==> config.mk <==
export PLATFORM = sky130hd
export DESIGN_NAME = watchdog_with_reset_flags
export DESIGN_NICKNAME = d
export VERILOG_FILES = /design/src/wdt_pkg.sv /design/src/wdt_count_if.sv /design/src/wdt_counter.sv /design/src/watchdog_with_reset_flags.sv
export SDC_FILE = /design/constraint.sdc
export NUM_CORES = 1
export LEC_CHECK = 0
export BUFFER_PORTS_ARGS = -buffer_cell sky130_fd_sc_hd__buf_2
export CORE_ASPECT_RATIO = 2
export CORE_MARGIN = 4
export CORE_UTILIZATION = 46
export DETAILED_ROUTE_END_ITERATION = 6
export GPL_TIMING_DRIVEN = 0
export PLACE_DENSITY = 0.75
export SLEW_MARGIN = 25
export SYNTH_ARGS = -nofsm -noshare
export SYNTH_HDL_FRONTEND = slang
export SYNTH_HIERARCHICAL = 1
export SYNTH_SLANG_ARGS = --single-unit
==> constraint.sdc <==
create_clock -name clk -period 3.95 [get_ports clk]
set_input_delay 0.395 -clock clk [delete_from_list [all_inputs] [get_ports clk]]
set_output_delay 0.395 -clock clk [all_outputs]
set_load 0.02 [all_outputs]
==> src/wdt_pkg.sv <==
// Shared constants and types of the watchdog with reset flags
package wdt_pkg;

   ////////////////////////////////////////////////////////////////
   // Register offsets
   localparam logic [7:0] CTRL_OFFSET   = 8'h60;
   localparam logic [7:0] STATUS_OFFSET = 8'h64;

   ////////////////////////////////////////////////////////////////
   // Control fields
   localparam int IRQ_FLAG_BIT = 7;
   localparam int IRQ_EN_BIT   = 6;
   localparam int PSC3_BIT     = 5;
   localparam int CE_BIT       = 4;
   localparam int WDE_BIT      = 3;
   localparam int PSC_LOW_MSB  = 2;

   ////////////////////////////////////////////////////////////////
   // Status fields
   localparam int DOG_BIT = 3;
   localparam int BOR_BIT = 2;
   localparam int PIN_BIT = 1;
   localparam int POR_BIT = 0;

   ////////////////////////////////////////////////////////////////
   // Reset values and counts
   localparam logic [7:0]  CTRL_RESET         = 8'h00;
   localparam logic [3:0]  STATUS_POR_RESET   = 4'h1;
   localparam logic [1:0]  FUSE_SYNC_RESET    = 2'h3;
   localparam logic [2:0]  CE_WINDOW_CYCLES   = 3'h4;
   localparam int unsigned BASE_TIMEOUT_TICKS = 2048;
   localparam logic [3:0]  PRESCALE_MAX       = 4'h9;

   ////////////////////////////////////////////////////////////////
   // Bus answers and modes
   localparam logic [1:0] RESP_OKAY   = 2'h0;
   localparam logic [1:0] RESP_DECERR = 2'h3;

   typedef enum logic [1:0] {MODE_STOP, MODE_IRQ, MODE_RESET, MODE_BOTH} mode_t;

endpackage

==> src/wdt_count_if.sv <==
// Link between control logic and time-out counter
`timescale 1ns/100ps
interface wdt_count_if;
   logic       osc_tick;
   logic       restart;
   logic [3:0] prescale;
   logic       timeout;

   modport ctrl    (output osc_tick, output restart, output prescale, input timeout);
   modport counter (input osc_tick, input restart, input prescale, output timeout);
endinterface

==> src/wdt_counter.sv <==
// Time-out counter stepped by oscillator ticks
`timescale 1ns/100ps
module wdt_counter #(
   parameter int unsigned base_ticks = wdt_pkg::BASE_TIMEOUT_TICKS
) (
   input wire logic      clk,
   input wire logic      resetn,
   wdt_count_if.counter  cnt
);
   import wdt_pkg::*;

   typedef struct packed {
      logic [20:0] count;
      logic        timeout;
   } cnt_state_t;

   cnt_state_t  s;
   cnt_state_t  next_s;
   logic [3:0]  sel;
   logic [31:0] span;
   logic [20:0] limit;

   ////////////////////////////////////////////////////////////////
   // Next state
   always_comb begin
      next_s = s;
      next_s.timeout = 1'b0;
      // Reserved codes take the longest period
      sel = (cnt.prescale > PRESCALE_MAX) ? PRESCALE_MAX : cnt.prescale;
      span = 32'(base_ticks) << sel;
      limit = 21'(span - 32'h1);
      if (cnt.restart) begin
         next_s.count = '0;
      end else if (cnt.osc_tick) begin
         // Shorter period may expire at once
         if (s.count >= limit) begin
            next_s.count = '0;
            next_s.timeout = 1'b1;
         end else begin
            next_s.count = s.count + 21'h1;
         end
      end
   end

   always_ff @(posedge clk) begin
      if (!resetn) begin
         s <= '0;
      end else begin
         s <= next_s;
      end
   end

   assign cnt.timeout = s.timeout;
endmodule // wdt_counter

==> src/watchdog_with_reset_flags.sv <==
// Watchdog timer with reset-source flags and register slave
//
// Function
// - Status bits 7..4 read zero
// - Watchdog reset sets bit 3, zero-write clears
// - Brown-out reset sets bit 2, zero-write clears
// - Pin reset sets bit 1, zero-write clears
// - Power-on sets bit 0, only zero-write clears
// - Time-out flag set; vector or one-write clears
// - Interrupt when flag, enable, global enable set
// - Combined mode vector clears enable and flag
// - Unserviced second time-out gives system reset
// - Enable bits pick stop, irq, reset, both
// - Programmed fuse forces system reset mode
// - Protected changes need change enable set
// - Change enable clears four cycles after set
// - Reset enable forced while watchdog flag set
// - Counter steps on separate slow oscillator
// - Restart instruction clears counter to zero
// - Reset request lasts one system cycle
`timescale 1ns/100ps
module watchdog_with_reset_flags #(
   parameter int unsigned base_ticks = wdt_pkg::BASE_TIMEOUT_TICKS
) (
   input  wire logic        clk,
   input  wire logic        resetn,
   input  wire logic [7:0]  awaddr,
   input  wire logic        awvalid,
   output wire logic        awready,
   input  wire logic [31:0] wdata,
   input  wire logic [3:0]  wstrb,
   input  wire logic        wvalid,
   output wire logic        wready,
   output wire logic [1:0]  bresp,
   output wire logic        bvalid,
   input  wire logic        bready,
   input  wire logic [7:0]  araddr,
   input  wire logic        arvalid,
   output wire logic        arready,
   output wire logic [31:0] rdata,
   output wire logic [1:0]  rresp,
   output wire logic        rvalid,
   input  wire logic        rready,
   input  wire logic        wdt_osc,
   input  wire logic        always_on_fuse,
   input  wire logic        brownout_reset,
   input  wire logic        pin_reset,
   input  wire logic        dog_restart,
   input  wire logic        cpu_irq_enable,
   input  wire logic        irq_ack,
   output wire logic        irq,
   output wire logic        sys_reset_req
);
   import wdt_pkg::*;

   ////////////////////////////////////////////////////////////////
   // State
   typedef struct packed {
      logic       awready;
      logic [7:0] awaddr;
      logic       wready;
      logic [7:0] wdata;
      logic       wstrb0;
      logic       bvalid;
      logic [1:0] bresp;
      logic       arready;
      logic       rvalid;
      logic [7:0] rdata;
      logic [1:0] rresp;
      logic [7:0] ctrl;
      logic [2:0] ce_cnt;
      logic [3:0] flags;
      logic [2:0] osc_s;
      logic [1:0] fuse_s;
      logic [1:0] bor_s;
      logic [1:0] pin_s;
      logic       irq;
      logic       sys_reset;
   } state_t;

   localparam state_t STATE_RESET = '{
      awready : 1'b1,
      wready  : 1'b1,
      arready : 1'b1,
      ctrl    : CTRL_RESET,
      flags   : STATUS_POR_RESET,
      fuse_s  : FUSE_SYNC_RESET,
      default : '0
   };

   state_t      s;
   state_t      next_s;
   mode_t       mode;
   logic        fuse_prog;
   logic        wde_eff;
   logic        ie_eff;
   logic        sys_evt;
   logic        timeout_ev;
   logic        flag_set;
   logic        reset_now;
   logic        wr_fire;
   logic        wr_ctrl;
   logic        wr_stat;
   logic        unlock;
   logic [7:0]  wd;
   logic [7:0]  ctrl_rd;

   wdt_count_if cnt ();

   wdt_counter #(
      .base_ticks (base_ticks)
   ) u_counter (
      .clk    (clk),
      .resetn (resetn),
      .cnt    (cnt)
   );

   ////////////////////////////////////////////////////////////////
   // Counter hookup
   assign cnt.osc_tick = s.osc_s[1] & !s.osc_s[2];
   assign cnt.restart  = dog_restart | (mode == MODE_STOP) | sys_evt;
   assign cnt.prescale = {s.ctrl[PSC3_BIT], s.ctrl[PSC_LOW_MSB:0]};
   assign timeout_ev   = cnt.timeout;

   ////////////////////////////////////////////////////////////////
   // Next state
   always_comb begin
      next_s = s;

      // Two-stage synchronisers
      next_s.osc_s  = {s.osc_s[1:0], wdt_osc};
      next_s.fuse_s = {s.fuse_s[0], always_on_fuse};
      next_s.bor_s  = {s.bor_s[0], brownout_reset};
      next_s.pin_s  = {s.pin_s[0], pin_reset};

      // Mode decode
      fuse_prog = !s.fuse_s[1];
      wde_eff = s.ctrl[WDE_BIT] | fuse_prog;
      ie_eff = s.ctrl[IRQ_EN_BIT] & !fuse_prog;
      case ({wde_eff, ie_eff})
         2'h1: mode = MODE_IRQ;
         2'h2: mode = MODE_RESET;
         2'h3: mode = MODE_BOTH;
         default: mode = MODE_STOP;
      endcase
      sys_evt = s.sys_reset | s.bor_s[1] | s.pin_s[1];

      // Time-out action
      flag_set = timeout_ev & ((mode == MODE_IRQ) |
                 ((mode == MODE_BOTH) & !s.ctrl[IRQ_FLAG_BIT]));
      reset_now = timeout_ev & ((mode == MODE_RESET) |
                  ((mode == MODE_BOTH) & s.ctrl[IRQ_FLAG_BIT]));

      // Write channels
      wd = s.wdata;
      wr_fire = !s.awready & !s.wready & !s.bvalid;
      wr_ctrl = wr_fire & s.wstrb0 & (s.awaddr == CTRL_OFFSET);
      wr_stat = wr_fire & s.wstrb0 & (s.awaddr == STATUS_OFFSET);
      unlock = wd[CE_BIT] & wd[WDE_BIT];
      if (awvalid & s.awready) begin
         next_s.awready = 1'b0;
         next_s.awaddr = awaddr;
      end
      if (wvalid & s.wready) begin
         next_s.wready = 1'b0;
         next_s.wdata = wdata[7:0];
         next_s.wstrb0 = wstrb[0];
      end
      if (wr_fire) begin
         next_s.bvalid = 1'b1;
         if ((s.awaddr == CTRL_OFFSET) | (s.awaddr == STATUS_OFFSET)) begin
            next_s.bresp = RESP_OKAY;
         end else begin
            next_s.bresp = RESP_DECERR;
         end
      end
      if (s.bvalid & bready) begin
         next_s.bvalid = 1'b0;
         next_s.awready = 1'b1;
         next_s.wready = 1'b1;
      end

      // Read channels
      ctrl_rd = s.ctrl;
      ctrl_rd[WDE_BIT] = wde_eff;
      ctrl_rd[IRQ_EN_BIT] = ie_eff;
      if (arvalid & s.arready) begin
         next_s.arready = 1'b0;
         next_s.rvalid = 1'b1;
         next_s.rresp = RESP_OKAY;
         case (araddr)
            CTRL_OFFSET: next_s.rdata = ctrl_rd;
            STATUS_OFFSET: next_s.rdata = {4'h0, s.flags};
            default: begin
               next_s.rdata = 8'h00;
               next_s.rresp = RESP_DECERR;
            end
         endcase
      end
      if (s.rvalid & rready) begin
         next_s.rvalid = 1'b0;
         next_s.arready = 1'b1;
      end

      // Change window countdown
      if (s.ctrl[CE_BIT]) begin
         next_s.ce_cnt = s.ce_cnt - 3'h1;
         if (s.ce_cnt == 3'h1) begin
            next_s.ctrl[CE_BIT] = 1'b0;
         end
      end

      // Control register write
      if (wr_ctrl) begin
         if (wd[IRQ_FLAG_BIT]) begin
            next_s.ctrl[IRQ_FLAG_BIT] = 1'b0;
         end
         next_s.ctrl[IRQ_EN_BIT] = wd[IRQ_EN_BIT];
         if (s.ctrl[CE_BIT]) begin
            next_s.ctrl[WDE_BIT] = wd[WDE_BIT];
            next_s.ctrl[PSC3_BIT] = wd[PSC3_BIT];
            next_s.ctrl[PSC_LOW_MSB:0] = wd[PSC_LOW_MSB:0];
         end else begin
            next_s.ctrl[WDE_BIT] = s.ctrl[WDE_BIT] | wd[WDE_BIT];
         end
         next_s.ctrl[CE_BIT] = unlock;
         if (unlock) begin
            next_s.ce_cnt = CE_WINDOW_CYCLES;
         end
      end

      // Vector taken
      if (irq_ack) begin
         next_s.ctrl[IRQ_FLAG_BIT] = 1'b0;
         if (wde_eff) begin
            next_s.ctrl[IRQ_EN_BIT] = 1'b0;
         end
      end

      // Status register write
      if (wr_stat) begin
         next_s.flags = s.flags & wd[3:0];
      end

      // System reset returns control to defaults
      if (sys_evt) begin
         next_s.ctrl = CTRL_RESET;
      end

      // Hardware sets win over clears
      if (flag_set) begin
         next_s.ctrl[IRQ_FLAG_BIT] = 1'b1;
      end
      next_s.flags[DOG_BIT] = next_s.flags[DOG_BIT] | reset_now;
      next_s.flags[BOR_BIT] = next_s.flags[BOR_BIT] | s.bor_s[1];
      next_s.flags[PIN_BIT] = next_s.flags[PIN_BIT] | s.pin_s[1];
      next_s.ctrl[WDE_BIT] = next_s.ctrl[WDE_BIT] | next_s.flags[DOG_BIT];

      // Outputs
      next_s.sys_reset = reset_now;
      next_s.irq = next_s.ctrl[IRQ_FLAG_BIT] & next_s.ctrl[IRQ_EN_BIT] &
                   !fuse_prog & cpu_irq_enable;
   end

   always_ff @(posedge clk) begin
      if (!resetn) begin
         s <= STATE_RESET;
      end else begin
         s <= next_s;
      end
   end

   ////////////////////////////////////////////////////////////////
   // Ports
   assign awready       = s.awready;
   assign wready        = s.wready;
   assign bvalid        = s.bvalid;
   assign bresp         = s.bresp;
   assign arready       = s.arready;
   assign rvalid        = s.rvalid;
   assign rresp         = s.rresp;
   assign rdata         = {24'h000000, s.rdata};
   assign irq           = s.irq;
   assign sys_reset_req = s.sys_reset;
endmodule // watchdog_with_reset_flags

==> results.json, run 1 <==
{
  "status": "complete, no violations",
  "powerDensity_mw_per_mm2": 375.3,
  "path_delay_family": "simple AND/OR/NAND/NOR gates",
  "synth_xor_area_share_pct": 2.789,
  "cts.sinks": 80,
  "mostFrequentLayoutCell": "dfxtp_1",
  "vias_per_cell": 5.450,
  "worstSkewPairLatency_ns": 0.34,
  "drive_above_1_share_pct": 23.86,
  "multi_input_area_mm2": 0.002138,
  "synth_edf_count": 0,
  "regArea_mm2": 0.001602,
  "ys.flop_type": "dfxtp_1",
  "max_stage_delay_ns": 0.44,
  "rr_worst_depth": 12,
  "gp_congestion": 0.8583,
  "core_mm2": 0.008648,
  "cpMostUsedCell": "ha_1",
  "synth.distinct_cells": 62,
  "ys_seq_area_share_pct": 39.23,
  "fin_setup_tns_ns": 0,
  "cts_buffers": 9,
  "syn_to_final_growth_pct": 19.40,
  "finish.instance_area_mm2": 0.004875,
  "synthMuxAreaShare_pct": 2.053,
  "path_class": "flop to flop",
  "yosys_warnings": 6,
  "relSlewSlack_pct": 62.63,
  "tightest_slew_ns": 0.5606,
  "route.detailed.drc": 0,
  "rsz0062_at_grt": "false",
  "worst-r2r-setup-slack_ns": 0.64,
  "min_to": "next_s[7]",
  "finalCriticalPeriod_ns": 3.314,
  "syn-mean-instance-area_um2": 8.993,
  "cts_resized": 0,
  "drtIter0Drc": 131,
  "start_util_pct": 47.21,
  "die_w_um": 74.62,
  "peakVddDrop_mv": 0.2456,
  "cp.required_ns": 4.14,
  "cp_num_cells": 12,
  "synth_simple_gate_area_share_pct": 22.71,
  "max_clock_freq_mhz": 301.7,
  "hpwl_um": 7865,
  "synth-compound-area-share_pct": 18.23,
  "holdPathStages": 2,
  "dr.pass1.iters": 4,
  "path_buf_inv": 1,
  "nNetsFinal": 624,
  "syn_inst": 454,
  "synth_fa_ha_area_share_pct": 4.291,
  "cp_slowest_cell": "or3_1",
  "worstPathCellList": "or2_2, nand2b_1, ha_1, nor3_1, a21o_1, a32oi_1, ha_1, nand4_1, or3_1, o211ai_2, clkbuf_1, a211oi_1",
  "via_count": 3537,
  "clk_pin_slew_worst_paths_ns": 0.06,
  "wl_per_cell_um": 15.17,
  "maxSlewViolCount": 0,
  "hold_path_startpoint": "always_on_fuse",
  "crit_arrival_ns": 3.50,
  "grt_pass1_vias": 3499,
  "row_count": 48,
  "crit_path_start_kind": "flop",
  "yosys_register_bits": 80,
  "grt_start_max_net_pins": 13,
  "root_buffer": "clkbuf_16",
  "skew_ns": 0.007602,
  "setup_viol": 0,
  "grt_pass1_wl_um": 16070,
  "synth-async-reset-ratio_pct": 0,
  "cp-end-kind": "flop",
  "reg2reg_from": "cnt.prescale[1]",
  "setup_ws_ns": 0.6358,
  "hold_viol": 0,
  "grt_overflow_total": 0,
  "min_path_type": "input pin to flop",
  "post-place-ws_ns": 0.6686,
  "power.total_uw": 1829,
  "cap_viol_max_count": 0,
  "portBuffers": 56,
  "final_cell_mix": "dfxtp_1, buf_2, nand2_1",
  "synth_top_family_by_area": "simple AND/OR/NAND/NOR gates",
  "dieArea_mm2": 0.01054,
  "post_cts_buffers": 0,
  "holdWs_ns": 0.2548,
  "fillers": 817,
  "ctsHtreeMaxLevel": 3,
  "drtAntennaViolNets": 0,
  "cts_tree": "built",
  "die_h_um": 141.2,
  "grtUsageTotal_pct": 19.69,
  "wl_um": 9846,
  "syn_area_mm2": 0.004083,
  "diodes": 0,
  "crit_fanout": 10,
  "period_share_pct": 83.90,
  "io_pins": 109,
  "ctsLongestPathBuffers": 2,
  "rr_endpoint": "u_counter/s[11]",
  "leakagePower_uw": 0.001989,
  "cts_hold_buf": 0,
  "antenna_found_initial": 0,
  "placed_cell_area_mm2": 0.004574
}
## Yosys cell counts (all sizes together) (7+ instances only)
library cell  instances  share of area (%)
xnor2                 9                1.9
nor2                 12                1.1
nand2                41                3.8
nor2b                13                2.0
nand3                32                4.0
and2                  9                1.4
a21boi               19                3.5
buf                  42                7.4
a211oi               12                2.3
inv                  18                1.7
clkbuf               13                1.2
a21oi                15                1.8
or3                   9                1.4
ha                   14                4.3
nand4                10                1.7
a22oi                 7                1.3
nor3                  9                1.7
a221oi                9                2.4
dfxtp                80                 39
o21ai                14                1.7
## logic make-up after synthesis
family	Yosys count
other	2
AND/OR/NAND/NOR	162
XOR/XNOR	13
adder cells (fa/ha/maj)	14
buffers and inverters	74
flip-flops	80
multiplexers	8
AO/OA/AOI/OAI	101
## worst max path at each step
stage                 endpoint            start  slack (ns)
2_1_floorplan  u_counter/s[10]  cnt.prescale[1]        1.09
3_3_place_gp   u_counter/s[13]  cnt.prescale[1]        0.73
3_5_place_dp   u_counter/s[11]  cnt.prescale[1]        0.67
4_1_cts        u_counter/s[11]  cnt.prescale[1]        0.63
5_1_grt        u_counter/s[11]  cnt.prescale[1]        0.41
6_report       u_counter/s[11]  cnt.prescale[1]        0.64
## area by class of cell
type	instances	area share [%]
flip-flops and latches	80	32.85
inverters	18	1.386
plain buffers	56	7.418
multi-input cells	323	43.87
clock buffers	13	5.339
clock inverters	3	0.8214
repair buffers	56	5.749
well taps	100	2.567
## where the power goes
group / leakage, uW / internal, uW / switching (uW)
Sequential: 0.000651 / 828 / 17.4
Clock: 0.000150 / 522 / 308
Combinational: 0.00119 / 64.3 / 90.1
Total: 0.00199 / 1410 / 416
## worst reg2reg max path, delay by kind of cell (launching register included)
family                   cells  cell delay, ns
AND/OR/NAND/NOR              5            1.25
AO/OA/AOI/OAI                4            0.58
adder cells (fa/ha/maj)      2            0.54
buffers and inverters        1            0.43
flip-flops                   1            0.37
## sequential cells by signal (all words and copies together), names as in the netlist
signal                 cells
awready                    1
next_s                     5
cnt.prescale               4
u_counter/cnt.timeout      1
wd                         8
sys_reset_req              1
bvalid                     1
bresp                      1
rdata                      8
arready                    1
ctrl_rd                    2
wready                     1
u_counter/s               21
rresp                      1
s                         22
irq                        1
rvalid                     1
## per-stage QoR
stage / utilization, % / cells
floorplan: - / 477
global placement: 52.89 / 633
detailed placement: 52.89 / 633
CTS: 56.37 / 649
global route: 56.37 / 649
finish: 56.37 / 649
## layer usage
layer	track usage (%)	up-vias	share of wire, %
met1	19.48	1652	35
li1	-	1749	-
met3	4.354	28	4.9
met5	0	-	0
met2	35.92	108	56
met4	10.98	0	4.1
Note: power is estimated with default switching activity, not from simulation.
==> inputs of run 2 (changes only) <==
- clock period: 3.95 -> 3.3 ns (I/O delays scaled with it)
==> run 2 against run 1 <==
Clock power up 20%; count of clock-buffer cells in the layout unchanged; non-clock buffer count unchanged; largest power group unchanged; highest routed layer unchanged.
==> results.json, run 2 (same netlist as run 1, synthesis figures left out) <==
{
  "fin_setup_tns_ns": 0,
  "vias_per_cell": 5.401,
  "holdWs_ns": 0.1894,
  "via_count": 3505,
  "tightest_slew_ns": 0.5585,
  "nNetsFinal": 624,
  "cts.sinks": 80,
  "reg2reg_from": "cnt.prescale[1]",
  "diodes": 0,
  "rr_worst_depth": 12,
  "rr_endpoint": "u_counter/s[11]",
  "finalCriticalPeriod_ns": 3.077,
  "drive_above_1_share_pct": 24.04,
  "relSlewSlack_pct": 62.77,
  "hold_path_startpoint": "always_on_fuse",
  "stdcell_count": 649,
  "regArea_mm2": 0.001602,
  "setup_ws_ns": 0.2232,
  "cap_viol_max_count": 0,
  "cp-end-kind": "flop",
  "post_cts_buffers": 0,
  "syn_to_final_growth_pct": 19.49,
  "die_w_um": 74.62,
  "cts_tree": "built",
  "holdPathStages": 2,
  "multi_input_area_mm2": 0.002138,
  "fillers": 816,
  "start_util_pct": 47.21,
  "path_class": "flop to flop",
  "post-place-ws_ns": 0.01864,
  "portBuffers": 56,
  "root_buffer": "clkbuf_16",
  "wl_um": 9800,
  "ctsLongestPathBuffers": 2,
  "hpwl_um": 7865,
  "grt_pass1_vias": 3499,
  "core_mm2": 0.008648,
  "dp_cells": 633,
  "powerDensity_mw_per_mm2": 449.0,
  "status": "complete, no violations",
  "io_pins": 109,
  "drtAntennaViolNets": 0,
  "cts_buffers": 9,
  "crit_path_start_kind": "flop",
  "drtIter0Drc": 133,
  "max_clock_freq_mhz": 325.0,
  "final_util_pct": 56.41,
  "worst-r2r-setup-slack_ns": 0.22,
  "die_h_um": 141.2,
  "period_share_pct": 93.24,
  "crit_fanout": 10,
  "largest_reg_flops": 22,
  "final_cell_mix": "dfxtp_1, buf_2, nand2_1",
  "setup_viol": 0,
  "rsz0062_at_grt": "false",
  "row_count": 48,
  "min_to": "next_s[7]",
  "min_path_type": "input pin to flop",
  "top_register": "s",
  "skew_ns": 0.007356,
  "cp.required_ns": 3.49,
  "peakVddDrop_mv": 0.2940,
  "leakagePower_uw": 0.001993,
  "grt_overflow_total": 0,
  "grt_start_max_net_pins": 13,
  "grt_pass1_wl_um": 16070,
  "dieArea_mm2": 0.01054,
  "worstSkewPairLatency_ns": 0.34,
  "mostFrequentLayoutCell": "dfxtp_1",
  "antenna_found_initial": 0,
  "route.detailed.drc": 0,
  "top_regs": "s: 22 flops, u_counter/s: 21 flops",
  "dr.pass1.iters": 4,
  "wl_per_cell_um": 15.10,
  "maxSlewViolCount": 0,
  "clk_pin_slew_worst_paths_ns": 0.06,
  "crit_arrival_ns": 3.27,
  "gp_congestion": 0.8583,
  "hold_viol": 0,
  "ctsHtreeMaxLevel": 3,
  "grtUsageTotal_pct": 19.69
}
run 2: cell count changes in the layout (fill, tap and decap cells not counted):
cell,delta
clkbuf_1,-1
clkbuf_4,+1
run 2: timing repair:
| action | CTS | global route |
|---|---|---|
| resized for setup | 1 | 2 |
| hold buffers | 0 | 0 |
| endpoints found under the setup margin | 2 | 8 |
run 2: power by group:
| group | switching (uW) | leakage [uW] | internal (uW) |
|---|---|---|---|
| clock network | 370 | 0.000150 | 625 |
| logic | 108 | 0.00119 | 76.9 |
| registers | 20.8 | 0.000651 | 991 |
| total | 498 | 0.00199 | 1690 |
run 2: how the worst max path moves through the flow:
| stage | from | end | slack, ns | cells past startpoint |
|---|---|---|---|---|
| after floorplan | cnt.prescale[1] | u_counter/s[10] | 0.44 | 12 |
| after global placement | cnt.prescale[1] | u_counter/s[13] | 0.08 | 12 |
| after detailed placement | cnt.prescale[1] | u_counter/s[11] | 0.02 | 12 |
| after CTS | cnt.prescale[1] | u_counter/s[11] | 0.17 | 12 |
| after global routing | cnt.prescale[1] | u_counter/s[11] | 0.009 | 12 |
| final | cnt.prescale[1] | u_counter/s[11] | 0.22 | 12 |
run 2: metal layers:
metal / GRT usage [%] / routed length (um)
met1: 19.48 / 3446
met2: 35.92 / 5513
met4: 10.98 / 352
met3: 4.354 / 487
met5: 0 / 0
run 2: critical path, stage by stage (launching register included):
cell and delay, ns:
dfxtp_1 0.37, or2_2 0.33, nand2b_1 0.17, ha_1 0.25
nor3_1 0.15, a21o_1 0.11, a32oi_1 0.10, ha_1 0.29
nand4_1 0.16, or3_1 0.44, o211ai_2 0.21, clkbuf_4 0.25
a211oi_1 0.10
run 2: layout make-up:
cell class	instances	area share, %
multi-input cells	323	43.83
flip-flops and latches	80	32.83
plain buffers	56	7.489
repair buffers	56	5.745
clock buffers	13	5.335
well taps	100	2.565
inverters	18	1.385
clock inverters	3	0.8207
run 2: through the flow:
step | instance area, um2 | power (uW)
finish | 4878 | 2190
floorplan | 4169 | 1158
global placement | 4574 | 1212
CTS | 4876 | 2205
detailed placement | 4574 | 1217
global route | 4878 | 2279
==> inputs of run 3 (changes only) <==
- PLACE_DENSITY: 0.75 -> 0.71
==> run 3 against run 2 <==
Largest power group unchanged; hold slack got worse by 0.0012 ns; largest cell class unchanged; sequential share of layout area increased by 0.31 points; register-to-register slack lost 0.06 ns; count of clock-buffer cells in the layout stayed put; combinational power barely moved; clock skew barely moved; worst setup slack worse by 0.061 ns; wire length increased by 1.4%.
==> results.json, run 3 (same netlist as run 1, synthesis figures left out) <==
{
  "portBuffers": 56,
  "crit_fanout": 10,
  "holdWs_ns": 0.1882,
  "peakVddDrop_mv": 0.3123,
  "vias_per_cell": 5.399,
  "post-place-ws_ns": -0.02782,
  "top_regs": "s: 22 flops, u_counter/s: 21 flops",
  "wl_um": 9937,
  "crit_arrival_ns": 3.32,
  "drive_above_1_share_pct": 23.58,
  "dieArea_mm2": 0.01054,
  "top_register": "s",
  "mostFrequentLayoutCell": "dfxtp_1",
  "nNetsFinal": 624,
  "crit_path_start_kind": "flop",
  "power_frac_clock_pct": 42.4,
  "antenna_found_initial": 0,
  "cts_buffers": 9,
  "sequentialPowerShare_pct": 48.7,
  "rr_worst_depth": 12,
  "relSlewSlack_pct": 64.68,
  "leakagePower_uw": 0.001969,
  "wl_per_cell_um": 15.36,
  "root_buffer": "clkbuf_16",
  "tightest_slew_ns": 0.5298,
  "die_w_um": 74.62,
  "grt_pass1_wl_um": 16110,
  "diodes": 0,
  "grt_start_max_net_pins": 12,
  "cp.required_ns": 3.49,
  "core_mm2": 0.008648,
  "final_cell_mix": "dfxtp_1, buf_2, nand2_1",
  "io_pins": 109,
  "powerDensity_mw_per_mm2": 429.7,
  "grtUsageTotal_pct": 19.66,
  "worstSkewPairLatency_ns": 0.33,
  "skew_ns": 0.007044,
  "drtIter0Drc": 124,
  "rsz0062_at_grt": "false",
  "min_path_type": "input pin to flop",
  "drtAntennaViolNets": 0,
  "max_clock_freq_mhz": 318.7,
  "finalCriticalPeriod_ns": 3.138,
  "status": "complete, no violations",
  "grt_overflow_total": 0,
  "worst-r2r-setup-slack_ns": 0.16,
  "path_class": "flop to flop",
  "die_h_um": 141.2,
  "clk_pin_slew_worst_paths_ns": 0.06,
  "cts.sinks": 80,
  "cts_tree": "built",
  "post_cts_buffers": 0,
  "ctsLongestPathBuffers": 2,
  "largest_reg_flops": 22,
  "ctsHtreeMaxLevel": 3,
  "cp-end-kind": "flop",
  "p_sw_share_pct": 23.53,
  "syn_to_final_growth_pct": 18.39,
  "internal-power_uw": 1588,
  "switching_power_uw": 488.6,
  "hold_viol": 0,
  "row_count": 48,
  "gp_congestion": 0.8629,
  "dr.pass1.iters": 4,
  "hpwl_um": 7982,
  "setup_ws_ns": 0.1621,
  "period_share_pct": 95.09,
  "start_util_pct": 47.21,
  "via_count": 3493,
  "holdPathStages": 2,
  "setup_viol": 0,
  "route.detailed.drc": 0,
  "maxSlewViolCount": 0,
  "p_comb_share_pct": 8.9,
  "grt_pass1_vias": 3463,
  "cap_viol_max_count": 0
}
## run 3: per-stage QoR
stage               std cells  setup TNS (ns)  total power [uW]  utilization (%)  cell area [um2]
finish                    647               0              2077            55.89             4833
floorplan                 477               0              1158                -             4169
detailed placement        633         -0.1176              1217            52.89             4574
CTS                       647               0              2085            55.86             4831
global route              647               0              2155            55.89             4833
global placement          633               0              1213            52.89             4574
## run 3: critical path: stages (launching register included)
cell and delay [ns]:
dfxtp_1 0.37, or2_2 0.34, nand2b_1 0.16, ha_1 0.25, nor3_1 0.16, a21o_1 0.11, a32oi_1 0.12, ha_1 0.30
nand4_1 0.17, or3_1 0.44, o211ai_2 0.22, buf_4 0.23, a221oi_1 0.10
## run 3: power groups by stage
| stage | logic [uW] | clock network (uW) | registers (uW) |
|---|---|---|---|
| 2_1_floorplan | 126 | 0 | 1030 |
| 3_3_place_gp | 181 | 0 | 1030 |
| 6_report | 185 | 880 | 1010 |
| 3_5_place_dp | 184 | 0 | 1030 |
| 4_1_cts | 185 | 888 | 1010 |
| 5_1_grt | 204 | 936 | 1010 |
## run 3: worst paths after layout
| path | end | from |
|---|---|---|
| hold / removal | next_s[7] | always_on_fuse |
| hold reg to reg | s[7] | next_s[7] |
| setup / recovery | u_counter/s[19] | cnt.prescale[1] |
| setup reg to reg | u_counter/s[19] | cnt.prescale[1] |
## run 3: final cells by class
cell class	instances	area [um2]
Fill cell	812	3815
Multi-Input combinational cell	323	2138
Clock inverter	1	5.005
Sequential cell	80	1602
Inverter	18	67.56
Timing Repair Buffer	56	280.3
Clock buffer	13	250.2
Buffer	56	365.4
Tap cell	100	125.1
## run 3: per-layer routing
| layer | up-vias | wire length [um] | track usage [%] |
|---|---|---|---|
| met5 | - | 0 | 0 |
| met3 | 28 | 355 | 3.854 |
| li1 | 1747 | - | - |
| met4 | 0 | 409 | 10.23 |
| met2 | 88 | 5643 | 36.38 |
| met1 | 1630 | 3529 | 19.60 |
## run 3: timing repair
item / 4_1_cts / 5_1_grt
gates cloned: 0 / 0
resized for setup: 1 / 3
endpoints found under the setup margin: 10 / 10
hold buffers: 0 / 0
